==> src/hw/clkgen_pkg.sv <==
// constants for the system clock generation block
package clkgen_pkg;

    // ********************************************************
    // register offsets on the control bus
    // ********************************************************
    localparam logic [7:0] AUX_A_PLL_CFG_ADDR = 8'hAB;
    localparam logic [7:0] AUX_A_REF_CFG_ADDR = 8'hAC;
    localparam logic [7:0] AUX_B_PLL_CFG_ADDR = 8'hAD;
    localparam logic [7:0] AUX_B_REF_CFG_ADDR = 8'hAE;
    localparam logic [7:0] CORE_PLL_CFG_ADDR = 8'hBC;
    localparam logic [7:0] CORE_REF_CFG_ADDR = 8'hBD;
    localparam int ADDR_W = 8;
    localparam int DATA_W = 16;

    // ********************************************************
    // field layout of the pll and reference configure words
    // ********************************************************
    localparam int ODIV_LSB = 11;
    localparam int ODIV_W = 5;
    localparam int NDIV_LSB = 0;
    localparam int NDIV_W = 11;
    localparam int REF_PSAVE_BIT = 15;
    localparam int REF_ROUTE_BIT = 14;
    localparam int REF_OUT_EN_BIT = 13;
    localparam int RDIV_LSB = 0;
    localparam int RDIV_W = 13;

    // ********************************************************
    // clock setup entries (program block 3, entries 2 to 6)
    // ********************************************************
    localparam int NUM_SETUP = 5;
    localparam logic [2:0] SETUP_FIRST = 3'h2;
    localparam logic [2:0] SETUP_LAST = 3'h6;
    localparam int SETUP_SRC_BIT = 15;
    localparam int SETUP_RATIO_W = 15;
    localparam int SETUP_ADC = 0;
    localparam int SETUP_DAC = 1;
    localparam int SETUP_CONV = 2;
    localparam int SETUP_TIMER = 3;
    localparam int SETUP_DSP = 4;

    // ********************************************************
    // frequencies and times
    // ********************************************************
    localparam longint CLK_HZ = 100_000_000;
    localparam longint XTAL_NOM_HZ = 6_144_000;
    localparam longint CORE_NOM_HZ = 24_576_000;
    localparam longint CMP_NOM_HZ = 96_000;
    localparam longint XTAL_MAX_HZ = 12_288_000;
    localparam longint EXT_REF_MAX_HZ = 24_576_000;
    localparam longint TIMER_PERIOD_US = 250;
    // fastest reference edge spacing, rounded down
    localparam int REF_MIN_CYC = int'(CLK_HZ / EXT_REF_MAX_HZ);
    localparam int PER_W = 20;

    // ********************************************************
    // reset values (suit a 6.144 MHz reference)
    // ********************************************************
    localparam logic [RDIV_W-1:0] AUX_RDIV_RST =
        RDIV_W'(XTAL_NOM_HZ / CMP_NOM_HZ);
    localparam logic [NDIV_W-1:0] AUX_NDIV_RST = 11'h100;
    localparam logic [ODIV_W-1:0] AUX_ODIV_RST = 5'h02;
    localparam logic [RDIV_W-1:0] CORE_RDIV_RST = 13'h0001;
    localparam logic [NDIV_W-1:0] CORE_NDIV_RST =
        NDIV_W'(CORE_NOM_HZ / XTAL_NOM_HZ);
    localparam logic [SETUP_RATIO_W-1:0] TIMER_DIV_RST =
        SETUP_RATIO_W'((XTAL_NOM_HZ / 1000) * TIMER_PERIOD_US / 1000);
    localparam logic [DATA_W-1:0] SETUP_ADC_RST = 16'h8C00;
    localparam logic [DATA_W-1:0] SETUP_DAC_RST = 16'h8C00;
    localparam logic [DATA_W-1:0] SETUP_CONV_RST = 16'h8030;
    localparam logic [DATA_W-1:0] SETUP_TIMER_RST =
        {1'b0, TIMER_DIV_RST};
    localparam logic [DATA_W-1:0] SETUP_DSP_RST = 16'h8001;

endpackage

==> src/hw/clock_synth_loop.sv <==
// digital synthesis loop: reference divider, dco and output divider
`timescale 1ns/1ps
module clock_synth_loop #(
    parameter int RDIV_W = 13,
    parameter int NDIV_W = 11,
    parameter int ODIV_W = 5,
    parameter int PER_W = 20
) (
    input wire logic clk,
    input wire logic rst,
    input wire logic ref_tick,
    input wire logic run,
    input wire logic [RDIV_W-1:0] ref_div,
    input wire logic [NDIV_W-1:0] main_div,
    input wire logic [ODIV_W-1:0] out_div,
    output logic clk_out,
    output logic out_tick,
    output logic locked
);
    logic [RDIV_W-1:0] rcnt_q, rcnt_d;
    logic [PER_W-1:0] pcnt_q, pcnt_d, per_q, per_d;
    logic [PER_W:0] acc_q, acc_d, acc_sum;
    logic [ODIV_W-1:0] ocnt_q, ocnt_d;
    logic out_q, out_d, tick_q, tick_d, lock_q, lock_d;
    logic cmp, dco;

    // ********************************************************
    // next state: compare ticks, period measure, dco, divider
    // ********************************************************
    always_comb begin
        rcnt_d = rcnt_q;
        pcnt_d = pcnt_q + 1'b1;
        per_d = per_q;
        lock_d = lock_q;
        acc_d = acc_q;
        ocnt_d = ocnt_q;
        out_d = out_q;
        tick_d = 1'b0;
        cmp = 1'b0;
        dco = 1'b0;
        acc_sum = acc_q + {(PER_W - NDIV_W)'(0), main_div, 1'b0};
        // reference divider, a ratio of 0 behaves as 1
        if (ref_tick) begin
            if (rcnt_q + 1'b1 >= ref_div) begin
                rcnt_d = '0;
                cmp = 1'b1;
            end else begin
                rcnt_d = rcnt_q + 1'b1;
            end
        end
        // compare period measured in system clocks
        if (cmp) begin
            per_d = pcnt_q + 1'b1;
            pcnt_d = '0;
            lock_d = 1'b1;
        end
        // dco: 2N steps per compare period, one per overflow
        if (lock_q) begin
            if (acc_sum >= {1'b0, per_q}) begin
                acc_d = acc_sum - {1'b0, per_q};
                dco = 1'b1;
            end else begin
                acc_d = acc_sum;
            end
        end
        // output divider toggles the clock every D dco steps
        if (dco) begin
            if (ocnt_q + 1'b1 >= out_div) begin
                ocnt_d = '0;
                out_d = ~out_q;
                tick_d = ~out_q;
            end else begin
                ocnt_d = ocnt_q + 1'b1;
            end
        end
        // powersave holds the loop cleared
        if (!run) begin
            rcnt_d = '0;
            pcnt_d = '0;
            lock_d = 1'b0;
            acc_d = '0;
            ocnt_d = '0;
            out_d = 1'b0;
            tick_d = 1'b0;
        end
    end

    // ********************************************************
    // state registers
    // ********************************************************
    always_ff @(posedge clk) begin
        if (rst) begin
            rcnt_q <= '0;
            pcnt_q <= '0;
            per_q <= '0;
            lock_q <= 1'b0;
            acc_q <= '0;
            ocnt_q <= '0;
            out_q <= 1'b0;
            tick_q <= 1'b0;
        end else begin
            rcnt_q <= rcnt_d;
            pcnt_q <= pcnt_d;
            per_q <= per_d;
            lock_q <= lock_d;
            acc_q <= acc_d;
            ocnt_q <= ocnt_d;
            out_q <= out_d;
            tick_q <= tick_d;
        end
    end

    assign clk_out = out_q;
    assign out_tick = tick_q;
    assign locked = lock_q;
endmodule

==> src/hw/system_clock_generation.sv <==
// system clock generation: core loop, tick dividers, two aux clocks
//
// Behaviour
// - core clock, nominally 24.576 MHz, made from reference by a loop
// - further ticks divide reference or core clock for converters, dsp
// - in idle, bus requests are answered on the timer tick
// - setup entries 2..6 default for 6.144 MHz, host reprograms them
// - aux pll configure sets output and main dividers per channel
// - aux reference configure sets reference divider and routing
// - each aux generator has its own powersave
// - after reset the aux outputs carry the reference clock
// - variant without synthesisers keeps aux outputs off until enabled
// - reference accepted up to 12.288 MHz crystal, 24.576 MHz external
`timescale 1ns/1ps
module system_clock_generation
    import clkgen_pkg::*;
#(
    parameter bit HAS_RF_SYNTH = 1'b1
) (
    input wire logic CLK,
    input wire logic RST,
    input wire logic XTAL_IN,
    input wire logic REG_WR,
    input wire logic [clkgen_pkg::ADDR_W-1:0] REG_ADDR,
    input wire logic [clkgen_pkg::DATA_W-1:0] REG_WDATA,
    input wire logic SETUP_WR,
    input wire logic [2:0] SETUP_SEL,
    input wire logic [clkgen_pkg::DATA_W-1:0] SETUP_DATA,
    input wire logic IDLE_MODE,
    input wire logic BUS_REQ,
    output logic BUS_ACK,
    output logic CORE_CLK_TICK,
    output logic ADC_SAMPLE_TICK,
    output logic DAC_SAMPLE_TICK,
    output logic CONVERT_TICK,
    output logic GENERAL_PURPOSE_TICK_TIMER,
    output logic DSP_TICK,
    output logic AUX_CLOCK_OUT_A,
    output logic AUX_CLOCK_OUT_B,
    output logic [1:0] AUX_LOCKED,
    output logic REF_TOO_FAST,
    output logic [clkgen_pkg::PER_W-1:0] REF_PERIOD,
    output logic REG_ERR
);
    import clkgen_pkg::*;

    // ********************************************************
    // elaboration check
    // ********************************************************
    if (PER_W <= SETUP_RATIO_W || PER_W <= NDIV_W + 1) begin : g_chk
        $error("period counter too narrow");
    end

    logic xtal_q, xtal_d, ref_tick;
    logic [PER_W-1:0] rper_cnt_q, rper_cnt_d, rper_q, rper_d;
    logic fast_q, fast_d;
    logic [DATA_W-1:0] pll_cfg_q [2], pll_cfg_d [2];
    logic [DATA_W-1:0] ref_cfg_q [2], ref_cfg_d [2];
    logic [DATA_W-1:0] core_pll_q, core_pll_d, core_ref_q, core_ref_d;
    logic [DATA_W-1:0] setup_q [NUM_SETUP], setup_d [NUM_SETUP];
    logic err_q, err_d;
    logic core_clk, core_tick, core_lock;
    logic [1:0] aux_clk, aux_lock, aux_run;
    logic [1:0] aux_out_q, aux_out_d;
    logic [1:0] aux_lock_q, aux_lock_d;
    logic [NUM_SETUP-1:0] div_tick_q, div_tick_d;
    logic [SETUP_RATIO_W-1:0] div_cnt_q [NUM_SETUP];
    logic [SETUP_RATIO_W-1:0] div_cnt_d [NUM_SETUP];
    logic ack_q, ack_d;

    localparam logic [DATA_W-1:0] SETUP_RST [NUM_SETUP] = '{
        SETUP_ADC_RST, SETUP_DAC_RST, SETUP_CONV_RST,
        SETUP_TIMER_RST, SETUP_DSP_RST};
    localparam logic [DATA_W-1:0] PLL_CFG_RST =
        {AUX_ODIV_RST, AUX_NDIV_RST};
    // routing to the reference, output on unless inhibited
    localparam logic [DATA_W-1:0] REF_CFG_RST =
        {1'b0, 1'b0, HAS_RF_SYNTH, AUX_RDIV_RST};
    localparam logic [DATA_W-1:0] CORE_PLL_RST =
        {5'h01, CORE_NDIV_RST};
    localparam logic [DATA_W-1:0] CORE_REF_RST =
        {3'h0, CORE_RDIV_RST};

    // ********************************************************
    // reference input: edge detect and speed check
    // ********************************************************
    assign ref_tick = XTAL_IN & ~xtal_q;

    // reference period measured between rising edges
    always_comb begin
        xtal_d = XTAL_IN;
        rper_cnt_d = rper_cnt_q;
        rper_d = rper_q;
        fast_d = fast_q;
        if (rper_cnt_q != {PER_W{1'b1}}) begin
            rper_cnt_d = rper_cnt_q + 1'b1;
        end
        if (ref_tick) begin
            rper_d = rper_cnt_q + 1'b1;
            rper_cnt_d = '0;
            fast_d = (rper_cnt_q + 1'b1) < PER_W'(REF_MIN_CYC);
        end
    end

    always_ff @(posedge CLK) begin
        if (RST) begin
            xtal_q <= 1'b0;
            rper_cnt_q <= '0;
            rper_q <= '0;
            fast_q <= 1'b0;
        end else begin
            xtal_q <= xtal_d;
            rper_cnt_q <= rper_cnt_d;
            rper_q <= rper_d;
            fast_q <= fast_d;
        end
    end

    // ********************************************************
    // configure registers and clock setup entries
    // ********************************************************
    // write decode; unmapped writes are dropped and flagged
    always_comb begin
        pll_cfg_d = pll_cfg_q;
        ref_cfg_d = ref_cfg_q;
        core_pll_d = core_pll_q;
        core_ref_d = core_ref_q;
        setup_d = setup_q;
        err_d = 1'b0;
        if (REG_WR) begin
            case (REG_ADDR)
                AUX_A_PLL_CFG_ADDR: pll_cfg_d[0] = REG_WDATA;
                AUX_A_REF_CFG_ADDR: ref_cfg_d[0] = REG_WDATA;
                AUX_B_PLL_CFG_ADDR: pll_cfg_d[1] = REG_WDATA;
                AUX_B_REF_CFG_ADDR: ref_cfg_d[1] = REG_WDATA;
                // written by the loaded firmware only
                CORE_PLL_CFG_ADDR: core_pll_d = REG_WDATA;
                CORE_REF_CFG_ADDR: core_ref_d = REG_WDATA;
                default: err_d = 1'b1;
            endcase
        end
        if (SETUP_WR) begin
            if (SETUP_SEL >= SETUP_FIRST && SETUP_SEL <= SETUP_LAST) begin
                setup_d[3'(SETUP_SEL - SETUP_FIRST)] = SETUP_DATA;
            end else begin
                err_d = 1'b1;
            end
        end
    end

    always_ff @(posedge CLK) begin
        if (RST) begin
            pll_cfg_q <= '{PLL_CFG_RST, PLL_CFG_RST};
            ref_cfg_q <= '{REF_CFG_RST, REF_CFG_RST};
            core_pll_q <= CORE_PLL_RST;
            core_ref_q <= CORE_REF_RST;
            setup_q <= SETUP_RST;
            err_q <= 1'b0;
        end else begin
            pll_cfg_q <= pll_cfg_d;
            ref_cfg_q <= ref_cfg_d;
            core_pll_q <= core_pll_d;
            core_ref_q <= core_ref_d;
            setup_q <= setup_d;
            err_q <= err_d;
        end
    end

    // ********************************************************
    // core clock loop
    // ********************************************************
    // core tick = reference / R * N, output divider fixed at one
    clock_synth_loop #(
        .RDIV_W(RDIV_W),
        .NDIV_W(NDIV_W),
        .ODIV_W(ODIV_W),
        .PER_W(PER_W)
    ) u_core_loop (
        .clk(CLK),
        .rst(RST),
        .ref_tick(ref_tick),
        .run(1'b1),
        .ref_div(core_ref_q[RDIV_LSB +: RDIV_W]),
        .main_div(core_pll_q[NDIV_LSB +: NDIV_W]),
        .out_div(ODIV_W'(1)),
        .clk_out(core_clk),
        .out_tick(core_tick),
        .locked(core_lock)
    );

    // ********************************************************
    // aux clock generators
    // ********************************************************
    for (genvar i = 0; i < 2; i++) begin : g_aux
        assign aux_run[i] = ~ref_cfg_q[i][REF_PSAVE_BIT];
        clock_synth_loop #(
            .RDIV_W(RDIV_W),
            .NDIV_W(NDIV_W),
            .ODIV_W(ODIV_W),
            .PER_W(PER_W)
        ) u_aux_loop (
            .clk(CLK),
            .rst(RST),
            .ref_tick(ref_tick),
            .run(aux_run[i]),
            .ref_div(ref_cfg_q[i][RDIV_LSB +: RDIV_W]),
            .main_div(pll_cfg_q[i][NDIV_LSB +: NDIV_W]),
            .out_div(pll_cfg_q[i][ODIV_LSB +: ODIV_W]),
            .clk_out(aux_clk[i]),
            .out_tick(),
            .locked(aux_lock[i])
        );
    end

    // output selection: powersave or inhibit force low
    always_comb begin
        for (int k = 0; k < 2; k++) begin
            if (!aux_run[k] || !ref_cfg_q[k][REF_OUT_EN_BIT]) begin
                aux_out_d[k] = 1'b0;
            end else if (ref_cfg_q[k][REF_ROUTE_BIT]) begin
                aux_out_d[k] = aux_clk[k];
            end else begin
                aux_out_d[k] = XTAL_IN;
            end
            aux_lock_d[k] = aux_lock[k];
        end
    end

    always_ff @(posedge CLK) begin
        if (RST) begin
            aux_out_q <= '0;
            aux_lock_q <= '0;
        end else begin
            aux_out_q <= aux_out_d;
            aux_lock_q <= aux_lock_d;
        end
    end

    // ********************************************************
    // tick dividers from reference or core clock
    // ********************************************************
    for (genvar j = 0; j < NUM_SETUP; j++) begin : g_div
        logic src;
        logic [SETUP_RATIO_W-1:0] ratio;
        assign src = setup_q[j][SETUP_SRC_BIT] ? core_tick : ref_tick;
        assign ratio = setup_q[j][SETUP_RATIO_W-1:0];
        // a ratio of 0 behaves as 1
        always_comb begin
            div_cnt_d[j] = div_cnt_q[j];
            div_tick_d[j] = 1'b0;
            if (src) begin
                if (div_cnt_q[j] + 1'b1 >= ratio) begin
                    div_cnt_d[j] = '0;
                    div_tick_d[j] = 1'b1;
                end else begin
                    div_cnt_d[j] = div_cnt_q[j] + 1'b1;
                end
            end
        end
        always_ff @(posedge CLK) begin
            if (RST) begin
                div_cnt_q[j] <= '0;
                div_tick_q[j] <= 1'b0;
            end else begin
                div_cnt_q[j] <= div_cnt_d[j];
                div_tick_q[j] <= div_tick_d[j];
            end
        end
    end

    // ********************************************************
    // bus service latency
    // ********************************************************
    // idle mode waits for the timer tick, otherwise next cycle
    always_comb begin
        ack_d = BUS_REQ & ~ack_q &
            (~IDLE_MODE | div_tick_q[SETUP_TIMER]);
    end

    always_ff @(posedge CLK) begin
        if (RST) begin
            ack_q <= 1'b0;
        end else begin
            ack_q <= ack_d;
        end
    end

    // ********************************************************
    // outputs, each from a flip-flop
    // ********************************************************
    assign BUS_ACK = ack_q;
    assign CORE_CLK_TICK = core_tick;
    assign ADC_SAMPLE_TICK = div_tick_q[SETUP_ADC];
    assign DAC_SAMPLE_TICK = div_tick_q[SETUP_DAC];
    assign CONVERT_TICK = div_tick_q[SETUP_CONV];
    assign GENERAL_PURPOSE_TICK_TIMER = div_tick_q[SETUP_TIMER];
    assign DSP_TICK = div_tick_q[SETUP_DSP];
    assign AUX_CLOCK_OUT_A = aux_out_q[0];
    assign AUX_CLOCK_OUT_B = aux_out_q[1];
    assign AUX_LOCKED = aux_lock_q;
    assign REF_TOO_FAST = fast_q;
    assign REF_PERIOD = rper_q;
    assign REG_ERR = err_q;
endmodule

==> config.mk <==
export PLATFORM = sky130hd
export DESIGN_NAME = system_clock_generation
export DESIGN_NICKNAME = d
export VERILOG_FILES = /design/src/hw/clkgen_pkg.sv /design/src/hw/clock_synth_loop.sv /design/src/hw/system_clock_generation.sv
export SDC_FILE = /design/constraint.sdc
export NUM_CORES = 1
export LEC_CHECK = 0
export BUFFER_PORTS_ARGS = -buffer_cell sky130_fd_sc_hd__clkbuf_2
export CORE_ASPECT_RATIO = 0.6
export CORE_MARGIN = 8
export CORE_UTILIZATION = 50
export CTS_BUF_LIST = sky130_fd_sc_hd__clkbuf_8
export CTS_CLUSTER_SIZE = 30
export DETAILED_ROUTE_END_ITERATION = 8
export PLACE_DENSITY = 0.66
export SLEW_MARGIN = 15
export SYNTH_ARGS = -nofsm -noshare
export SYNTH_HDL_FRONTEND = slang
export SYNTH_HIERARCHICAL = 1
export SYNTH_SLANG_ARGS = --single-unit
==> constraint.sdc <==
create_clock -name CLK -period 8.1 [get_ports CLK]
set_clock_uncertainty 0.2 [all_clocks]
set_input_delay 2.025 -clock CLK [delete_from_list [all_inputs] [get_ports CLK]]
set_output_delay 2.025 -clock CLK [all_outputs]
set_load 0.02 [all_outputs]
After elaboration in Yosys (flattened, before gate mapping) --
Memory sizes are Yosys's and may differ from the RTL's. Index checks and enable logic that the tools add are counted.
Word-level totals: register bits 465, memory bits (read-only) 0, logic and storage cells 208, input port bits 50, bits in latches 0, bits in writable memories 75, memories 1, output and inout bits 33
Cells by class: divide/modulo/power cells 0, equality and inequality tests 7, muxes and demuxes 58, multipliers 0, bitwise gates (word level) 23, $lt $le $gt $ge 19, shift-type cells 0, reduce and logical (&&, ||, !) cells 31, add/subtract/negate cells 22
Memories:
- div_cnt_q | words 5, width 15, rd ports 5, clocked after memory_dff 0, write ports 5, RTL line system_clock_generation.sv:67 | logic [SETUP_RATIO_W-1:0] div_cnt_q [NUM_SETUP];
Operators by type and width (count):
- $mux W15 | 15
- $add A20 B1 Y20 const B | 4
- $bwmux W80 | 1
- $add A15 B1 Y15 const B | 5
- $ge A15 B15 Y1 | 5
- $add A21 B12 Y21 | 3
- $ge A21 B20 Y1 | 3
- $mux W21 | 3
- $sub A21 B20 Y21 | 3
- $demux W16 S3 | 1
- $eq A8 B8 Y1 const B | 6
- $add A13 B1 Y13 const B | 3
- $ge A13 B13 Y1 | 3
- $mux W13 | 3
- $mux W1 | 31
- $reduce_or A2 Y1 | 11
- $lt A20 B3 Y1 const B | 1
- $ne A20 B20 Y1 const B | 1
- $reduce_and A2 Y1 | 10
- $mux W16 | 1
- $add A5 B1 Y5 const B | 3
- $mux W5 | 3
- $not A1 Y1 | 13
- $ge A5 B5 Y1 | 2
- other kinds (14) | 26

Depth between registers and ports, before layout --
Gate-level depths: netlist of the first run.
depth after elaboration 7, mapped depth 19

Cells and area by module --
The synthesis of the first run kept the hierarchy.
Modules (own cells, without submodules):
- system_clock_generation | area each 13903.3 sq um, instances 1, cells an instance 1707, sequential area each 5925.7 sq um
- clock_synth_loop (g_aux[0].u_aux_loop ...) | area each 5745.5 sq um, instances 2, cells an instance 726, sequential area each 1641.6 sq um
- clock_synth_loop (g_aux[1].u_aux_loop) | area each 5716.7 sq um, instances 1, cells an instance 719, sequential area each 1641.6 sq um

Worst setup path before layout of the first run --
No wires, ideal clock.
path kind register to register, start reg pll_cfg_q[0] in the netlist's numbering, end reg g_aux[1].u_aux_loop.acc_q[12], library setup time 0.073 ns, buffers on the path 0, stages on the path, launching flop included 17, path slack 3.947 ns, arrival time 3.879 ns, cells stage by stage dfxtp_1 > ha_1 > fa_1 > a211oi_1 > o21ai_0 > and2_1 > a21boi_1 > nor2_1 > xor2_1 > ha_1 > and3_1 > and2_1 > a22o_1 > a31oi_1 > nand3_2 > or4_1 > o211ai_2
On the way: word-level cells in the longest chain between the ends 3, elaborated cells between the ends (all ways) 4, those cells by class add/sub: 2; order compare: 1; mux: 1
Ends and longest elaborated chain:
- from (decl) | RTL line system_clock_generation.sv:57 | logic [DATA_W-1:0] pll_cfg_q [2], pll_cfg_d [2];
- from (signal assigned) | RTL line system_clock_generation.sv:153 | pll_cfg_q <= '{PLL_CFG_RST, PLL_CFG_RST};
- from (signal assigned) | RTL line system_clock_generation.sv:160 | pll_cfg_q <= pll_cfg_d;
- $add A21 B12 Y21 * | RTL line clock_synth_loop.sv:41 | acc_sum = acc_q + {(PER_W - NDIV_W)'(0), main_div, 1'b0};
- $sub A21 B20 Y21 / $ge A21 B20 Y1 (equally long branches) | RTL line clock_synth_loop.sv:60, clock_synth_loop.sv:59
- $mux W21 * | RTL line clock_synth_loop.sv:59 | if (acc_sum >= {1'b0, per_q}) begin
- to (signal assigned) | RTL line clock_synth_loop.sv:97 | acc_q <= '0;
- to (signal assigned) | RTL line clock_synth_loop.sv:106 | acc_q <= acc_d;
- to (decl) | RTL line clock_synth_loop.sv:22 | logic [PER_W:0] acc_q, acc_d, acc_sum;
Every way passes the cells marked *; elsewhere a longest branch is shown, timed or not. A chain may end at the register's enable or synchronous reset.

Worst setup path in the final report of the first run --
Ends and elaborated chain as after synthesis.

==> flow_metrics.tcl, run 1 <==
set metrics [dict create \
    status "finished, final reports clean" \
    syn_inst 3874 \
    grt_max_degree 89 \
    core_area_mm2 0.0611 \
    clk_pin_slew_worst_paths_ns 0.07 \
    avgRoutedWirePerCell_um 16.4 \
    cts.repair.resized 0 \
    worst-path-stages 16 \
    pwr-share-clk 0.438 \
    clkLatencyLatePin_ns 0.69 \
    final_cells 4807 \
    dieHeight_um 209 \
    antenna_found_initial 4 \
    die_area_mm2 0.0706 \
    num_vias 26400 \
    ys.warnings.count 6 \
    ir_drop_v 0.000123 \
    viasPerCell 5.49 \
    path_max_fanout 24 \
    dp_hpwl_um 55700 \
    clockBufferDepth 3 \
    grt_pass1_vias 24000 \
    worstMarginPinSlew_ns 1.14 \
    die_x_um 338 \
    cap_viol_max_count 0 \
    synth_area_mm2 0.0311 \
    antenna_left 0 \
    p_int_mw 4.13 \
    final_common_cell "nand2_1" \
    finalSetupViolations 0 \
    power_frac_seq 0.488 \
    place_inst 4651 \
    setup_tns_ns 0 \
    crit_path_end "g_aux[1].u_aux_loop/acc_q[12]" \
    p_leak_nw 13.5 \
    arrival_ns 5.74 \
    met2_usage 0.282 \
    fmax_mhz 187 \
    tritoncts "built" \
    hold_violations 0 \
    avgSynthCellArea_um2 8.02 \
    htree_levels 3 \
    cts_hold_buf 0 \
    period_minus_slack_ns 5.35 \
    maxSlewViolCount 0 \
    start_util 0.508 \
    drive_gt1_frac 0.0774 \
    grt_overflow 0 \
    synthToLayoutAreaGrowth_pct 8.96 \
    r2r-start "pll_cfg_q[0]" \
    grt_pass1_wl_um 129000 \
    p_sw_frac 0.257 \
    drc 0 \
    routed_wl_um 78700 \
    grtUsageMet3 0.0433 \
    crit_family "simple AND/OR/NAND/NOR gates" \
    met1_usage 0.354 \
    criticalPathCategory "reg2reg" \
    gp_congestion 0.871 \
    pin_count 83 \
    slew_headroom 0.240 \
    path_buf_inv 0 \
    nNetsFinal 4203 \
    startpoint "pll_cfg_q[0]" \
    switchingPower_mw 1.43 \
    mostFrequentLayoutCells "nand2_1, dfxtp_1, nor2_1, a21oi_1, inv_1" \
    dr.first_iter.drc_count 2276 \
    clock_sinks 540 \
    top_usage_layer "met1" \
    std_cell_rows 70 \
    comb_power_share 0.074 \
    cp_slowest_cell "or4_1" \
    port_buffers 82 \
    rsz0062_at_grt "false" \
    finalCritPeriodShare 0.660 \
    start_kind "flop" \
    p_per_area_mw_per_mm2 164 \
    min_path_type "reg2reg" \
    firstDrtPassIters 5 \
    cp_cell_sequence "ha_1 -> fa_1 -> a211oi_1 -> o21ai_0 -> and2_1 -> a21boi_1 -> nor2_1 -> xor2_1 -> ha_1 -> and3_1 -> and2_1 -> a22o_1 -> a31oi_1 -> nand3_2 -> or4_1 -> o211ai_2" \
    cp.required_ns 8.50 \
    numCtsBuffers 85 \
    setup.worst_path.end_class "flop" \
    worstReg2RegEnd "g_aux[1].u_aux_loop/acc_q[12]" \
    reg2reg_depth 16 \
    grt_use_total 0.218 \
    cts_root_buf "clkbuf_8" \
    r2r_slack_ns 2.75 \
    worst_path_largest_cell_delay_ns 0.69 \
    cts_setup_buffers 0 \
]
## power by group through the flow
| stage | sequential (mW) | clock (mW) | combinational (mW) |
|---|---|---|---|
| detailed placement | 2.77 | 0 | 0.405 |
| global placement | 2.77 | 0 | 0.406 |
| finish | 2.71 | 2.43 | 0.413 |
| floorplan | 2.76 | 0 | 0.279 |
| global route | 2.71 | 2.64 | 0.454 |
| CTS | 2.71 | 2.50 | 0.407 |
## worst min path at each step
stage,startpoint,end,cells past startpoint
detailed placement,BUS_ACK,BUS_ACK,1
floorplan,u_core_loop/clk_out,u_core_loop/out_tick,1
CTS,BUS_ACK,BUS_ACK,1
finish,BUS_ACK,BUS_ACK,1
global route,BUS_ACK,BUS_ACK,1
global placement,BUS_ACK,BUS_ACK,1
## final cells by class
| class | count | area [um2] |
|---|---|---|
| antenna | 1 | 2.50 |
| clock buffer | 106 | 1460 |
| clock inverter | 49 | 324 |
| fill | 5818 | 27300 |
| inverter | 235 | 882 |
| multi-input combinational | 2943 | 18700 |
| sequential | 540 | 10800 |
| tap | 828 | 1040 |
| timing repair buffer | 105 | 593 |
## metrics by stage
stage	setup WS (ns)	instance area, um2	power (mW)	utilization	hold slack [ns]
after CTS	2.78	33800	5.62	0.554	0.228
after floorplan	3.95	31100	3.04	-	0.211
after detailed placement	2.81	32100	3.17	0.524	0.219
final	2.75	33800	5.56	0.554	0.226
after global routing	2.28	33800	5.80	0.554	0.248
after global placement	2.95	32100	3.17	0.524	0.226
## layer usage
layer	up-vias	wire [um]	share of wire
li1	13600	-	-
met1	12100	43200	0.55
met2	684	28900	0.37
met3	96	5160	0.066
met4	4	1450	0.018
met5	-	25	0.00032
## registers in the layout, indices dropped and copies added, names as in the netlist, 10 cells and up
| name | count |
|---|---|
| rper_cnt_q | 20 |
| g_aux.u_aux_loop/ocnt_q | 10 |
| u_core_loop/rcnt_q | 13 |
| g_aux.u_aux_loop/rcnt_q | 26 |
| ref_cfg_q | 32 |
| REF_PERIOD | 20 |
| core_pll_q | 11 |
| pll_cfg_q | 32 |
| g_aux.u_aux_loop/pcnt_q | 40 |
| u_core_loop/pcnt_q | 20 |
| g_div.ratio | 75 |
| core_ref_q | 13 |
| u_core_loop/acc_q | 21 |
| u_core_loop/per_q | 20 |
| g_aux.u_aux_loop/acc_q | 42 |
| div_cnt_q | 75 |
| g_aux.u_aux_loop/per_q | 40 |
Note: power is estimated with default switching activity, not from simulation.
==> inputs of run 2 (changes only) <==
--- a/config.mk
+++ b/config.mk
@@ -12,7 +12,7 @@
 export CTS_BUF_LIST = sky130_fd_sc_hd__clkbuf_8
 export CTS_CLUSTER_SIZE = 30
 export DETAILED_ROUTE_END_ITERATION = 8
-export PLACE_DENSITY = 0.66
+export PLACE_DENSITY = 0.69
 export SLEW_MARGIN = 15
 export SYNTH_ARGS = -nofsm -noshare
 export SYNTH_HDL_FRONTEND = slang
==> constraint.sdc (replaced) <==
create_clock -name CLK -period 4.6 [get_ports CLK]
set_clock_uncertainty 0.2 [all_clocks]
set_input_delay 1.15 -clock CLK [delete_from_list [all_inputs] [get_ports CLK]]
set_output_delay 1.15 -clock CLK [all_outputs]
set_load 0.02 [all_outputs]
==> run 2 against run 1 <==
Routed wire length rose by 2.6%. Worst hold slack improved by 0.014 ns. Worst setup slack got worse by 2.6 ns. Non-clock buffer count rose by 45. Core utilization rose by 0.96 points. Sequential cell count did not move. Design area rose by 1.7%. Maximum frequency rose by 20%. Critical path depth rose by 2. Clock power rose by 79%. Die area did not move. Combinational power rose by 93%.
==> flow_metrics.tcl, run 2 (same netlist as run 1, synthesis figures left out) <==
set metrics [dict create \
    dp_hpwl_um 57400 \
    fin_util 0.563 \
    cp_cell_sequence "ha_1 -> fa_1 -> a211oi_1 -> o21bai_1 -> a21bo_2 -> a21o_1 -> nand2_1 -> xnor2_1 -> ha_1 -> buf_4 -> and3_1 -> nand3_1 -> o21ai_0 -> nor4_1 -> o21bai_1 -> xor2_1 -> mux2i_1 -> a211oi_1" \
    pin_count 83 \
    dieHeight_um 209 \
    start_util 0.508 \
    firstDrtPassIters 6 \
    slew_headroom 0.282 \
    fmax_mhz 224 \
    status "finished, final reports clean" \
    cap_viol_max_count 0 \
    die_area_mm2 0.0706 \
    fin_area_mm2 0.0344 \
    clk_pin_slew_worst_paths_ns 0.07 \
    maxSlewViolCount 0 \
    setup_ws_ns 0.141 \
    multi_input_area_mm2 0.0189 \
    clockBufferDepth 3 \
    tritoncts "built" \
    crit_family "compound AO/OA/AOI/OAI gates" \
    cts_root_buf "clkbuf_8" \
    p_leak_nw 13.7 \
    cp.required_ns 5.00 \
    avgRoutedWirePerCell_um 16.7 \
    cts_hold_buf 0 \
    place_inst 4684 \
    min_path_type "reg2reg" \
    hold_violations 0 \
    antenna_left 0 \
    die_x_um 338 \
    ir_drop_v 0.000246 \
    worstMarginPinSlew_ns 1.07 \
    final_cells 4847 \
    routed_wl_um 80800 \
    core_area_mm2 0.0611 \
    finalCritPeriodShare 0.969 \
    final_common_cell "nand2_1" \
    dp_slack_ns 0.105 \
    grt_pass1_wl_um 129000 \
    grt_use_total 0.219 \
    num_vias 26900 \
    nNetsFinal 4249 \
    mostFrequentLayoutCells "nand2_1, dfxtp_1, nor2_1, a21oi_1, inv_1" \
    std_cell_rows 70 \
    htree_levels 3 \
    grt_overflow 0 \
    drc 0 \
    drive_gt1_frac 0.0968 \
    synthToLayoutAreaGrowth_pct 10.9 \
    port_buffers 82 \
    cp_slowest_cell "nor4_1" \
    p_per_area_mw_per_mm2 288 \
    period_minus_slack_ns 4.46 \
    fillers 5782 \
    clock_sinks 540 \
    finalSetupViolations 0 \
    criticalPathCategory "reg2reg" \
    gp_congestion 0.923 \
    dpl-instance-area_mm2 0.0323 \
    path_buf_inv 1 \
    worst_path_largest_cell_delay_ns 0.54 \
    arrival_ns 4.86 \
    grt_pass1_vias 23900 \
    clkLatencyLatePin_ns 0.69 \
    path_max_fanout 6 \
    numCtsBuffers 85 \
    p_total_mw 9.90 \
    start_kind "flop" \
    dr.first_iter.drc_count 2556 \
    setup.worst_path.end_class "flop" \
    grt_max_degree 85 \
    antenna_found_initial 0 \
    viasPerCell 5.55 \
    regArea_mm2 0.0108 \
]
-- run 2: worst register-to-register path, cell delays in order, from the launching register on --
cell and delay [ns]:
dfxtp_1 0.31, ha_1 0.24, fa_1 0.42, a211oi_1 0.24
o21bai_1 0.15, a21bo_2 0.26, a21o_1 0.25, nand2_1 0.12
xnor2_1 0.15, ha_1 0.28, buf_4 0.16, and3_1 0.17
nand3_1 0.12, o21ai_0 0.19, nor4_1 0.54, o21bai_1 0.14
xor2_1 0.15, mux2i_1 0.09, a211oi_1 0.23
-- run 2: layer usage --
layer  track usage  vias up  wire, um
li1              -    13700         -
met2         0.265      776     28500
met3        0.0399      107      5950
met4        0.0527        0      1410
met5             0        -         0
met1         0.373    12400     45000
-- run 2: worst paths after layout --
check,slack [ns],to,cells past startpoint,from
min reg2reg,0.24,BUS_ACK,1,BUS_ACK
max reg2reg,0.14,u_core_loop/acc_q[18],18,core_pll_q[0]
min,0.24,BUS_ACK,1,BUS_ACK
max,0.14,u_core_loop/acc_q[18],18,core_pll_q[0]
-- run 2: report_power, final --
group          internal [mW]  switching, mW
logic                  0.267          0.529
clock network           2.33           2.01
registers               4.73         0.0410
-- run 2: final cells by class --
| type | count | area share |
|---|---|---|
| Sequential cell | 540 | 0.314 |
| Clock buffer | 111 | 0.0444 |
| Timing Repair Buffer | 150 | 0.0285 |
| Clock inverter | 38 | 0.00738 |
| Inverter | 235 | 0.0256 |
| Multi-Input combinational cell | 2944 | 0.550 |
| Tap cell | 828 | 0.0301 |
| Antenna cell | 1 | 0.0000727 |
-- run 2: what timing repair did --
| action | in CTS | in global routing |
|---|---|---|
| endpoints found under the hold margin | 0 | 0 |
| buffers inserted | 0 | 12 |
| endpoints found under the setup margin | 0 | 90 |
| gates resized for setup | 0 | 42 |
-- run 2: metrics by stage --
| step | TNS (ns) | hold slack (ns) |
|---|---|---|
| after global routing | -0.336 | 0.256 |
| after detailed placement | 0 | 0.221 |
| after floorplan | 0 | 0.211 |
| final | 0 | 0.239 |
| after global placement | 0 | 0.224 |
| after CTS | 0 | 0.236 |
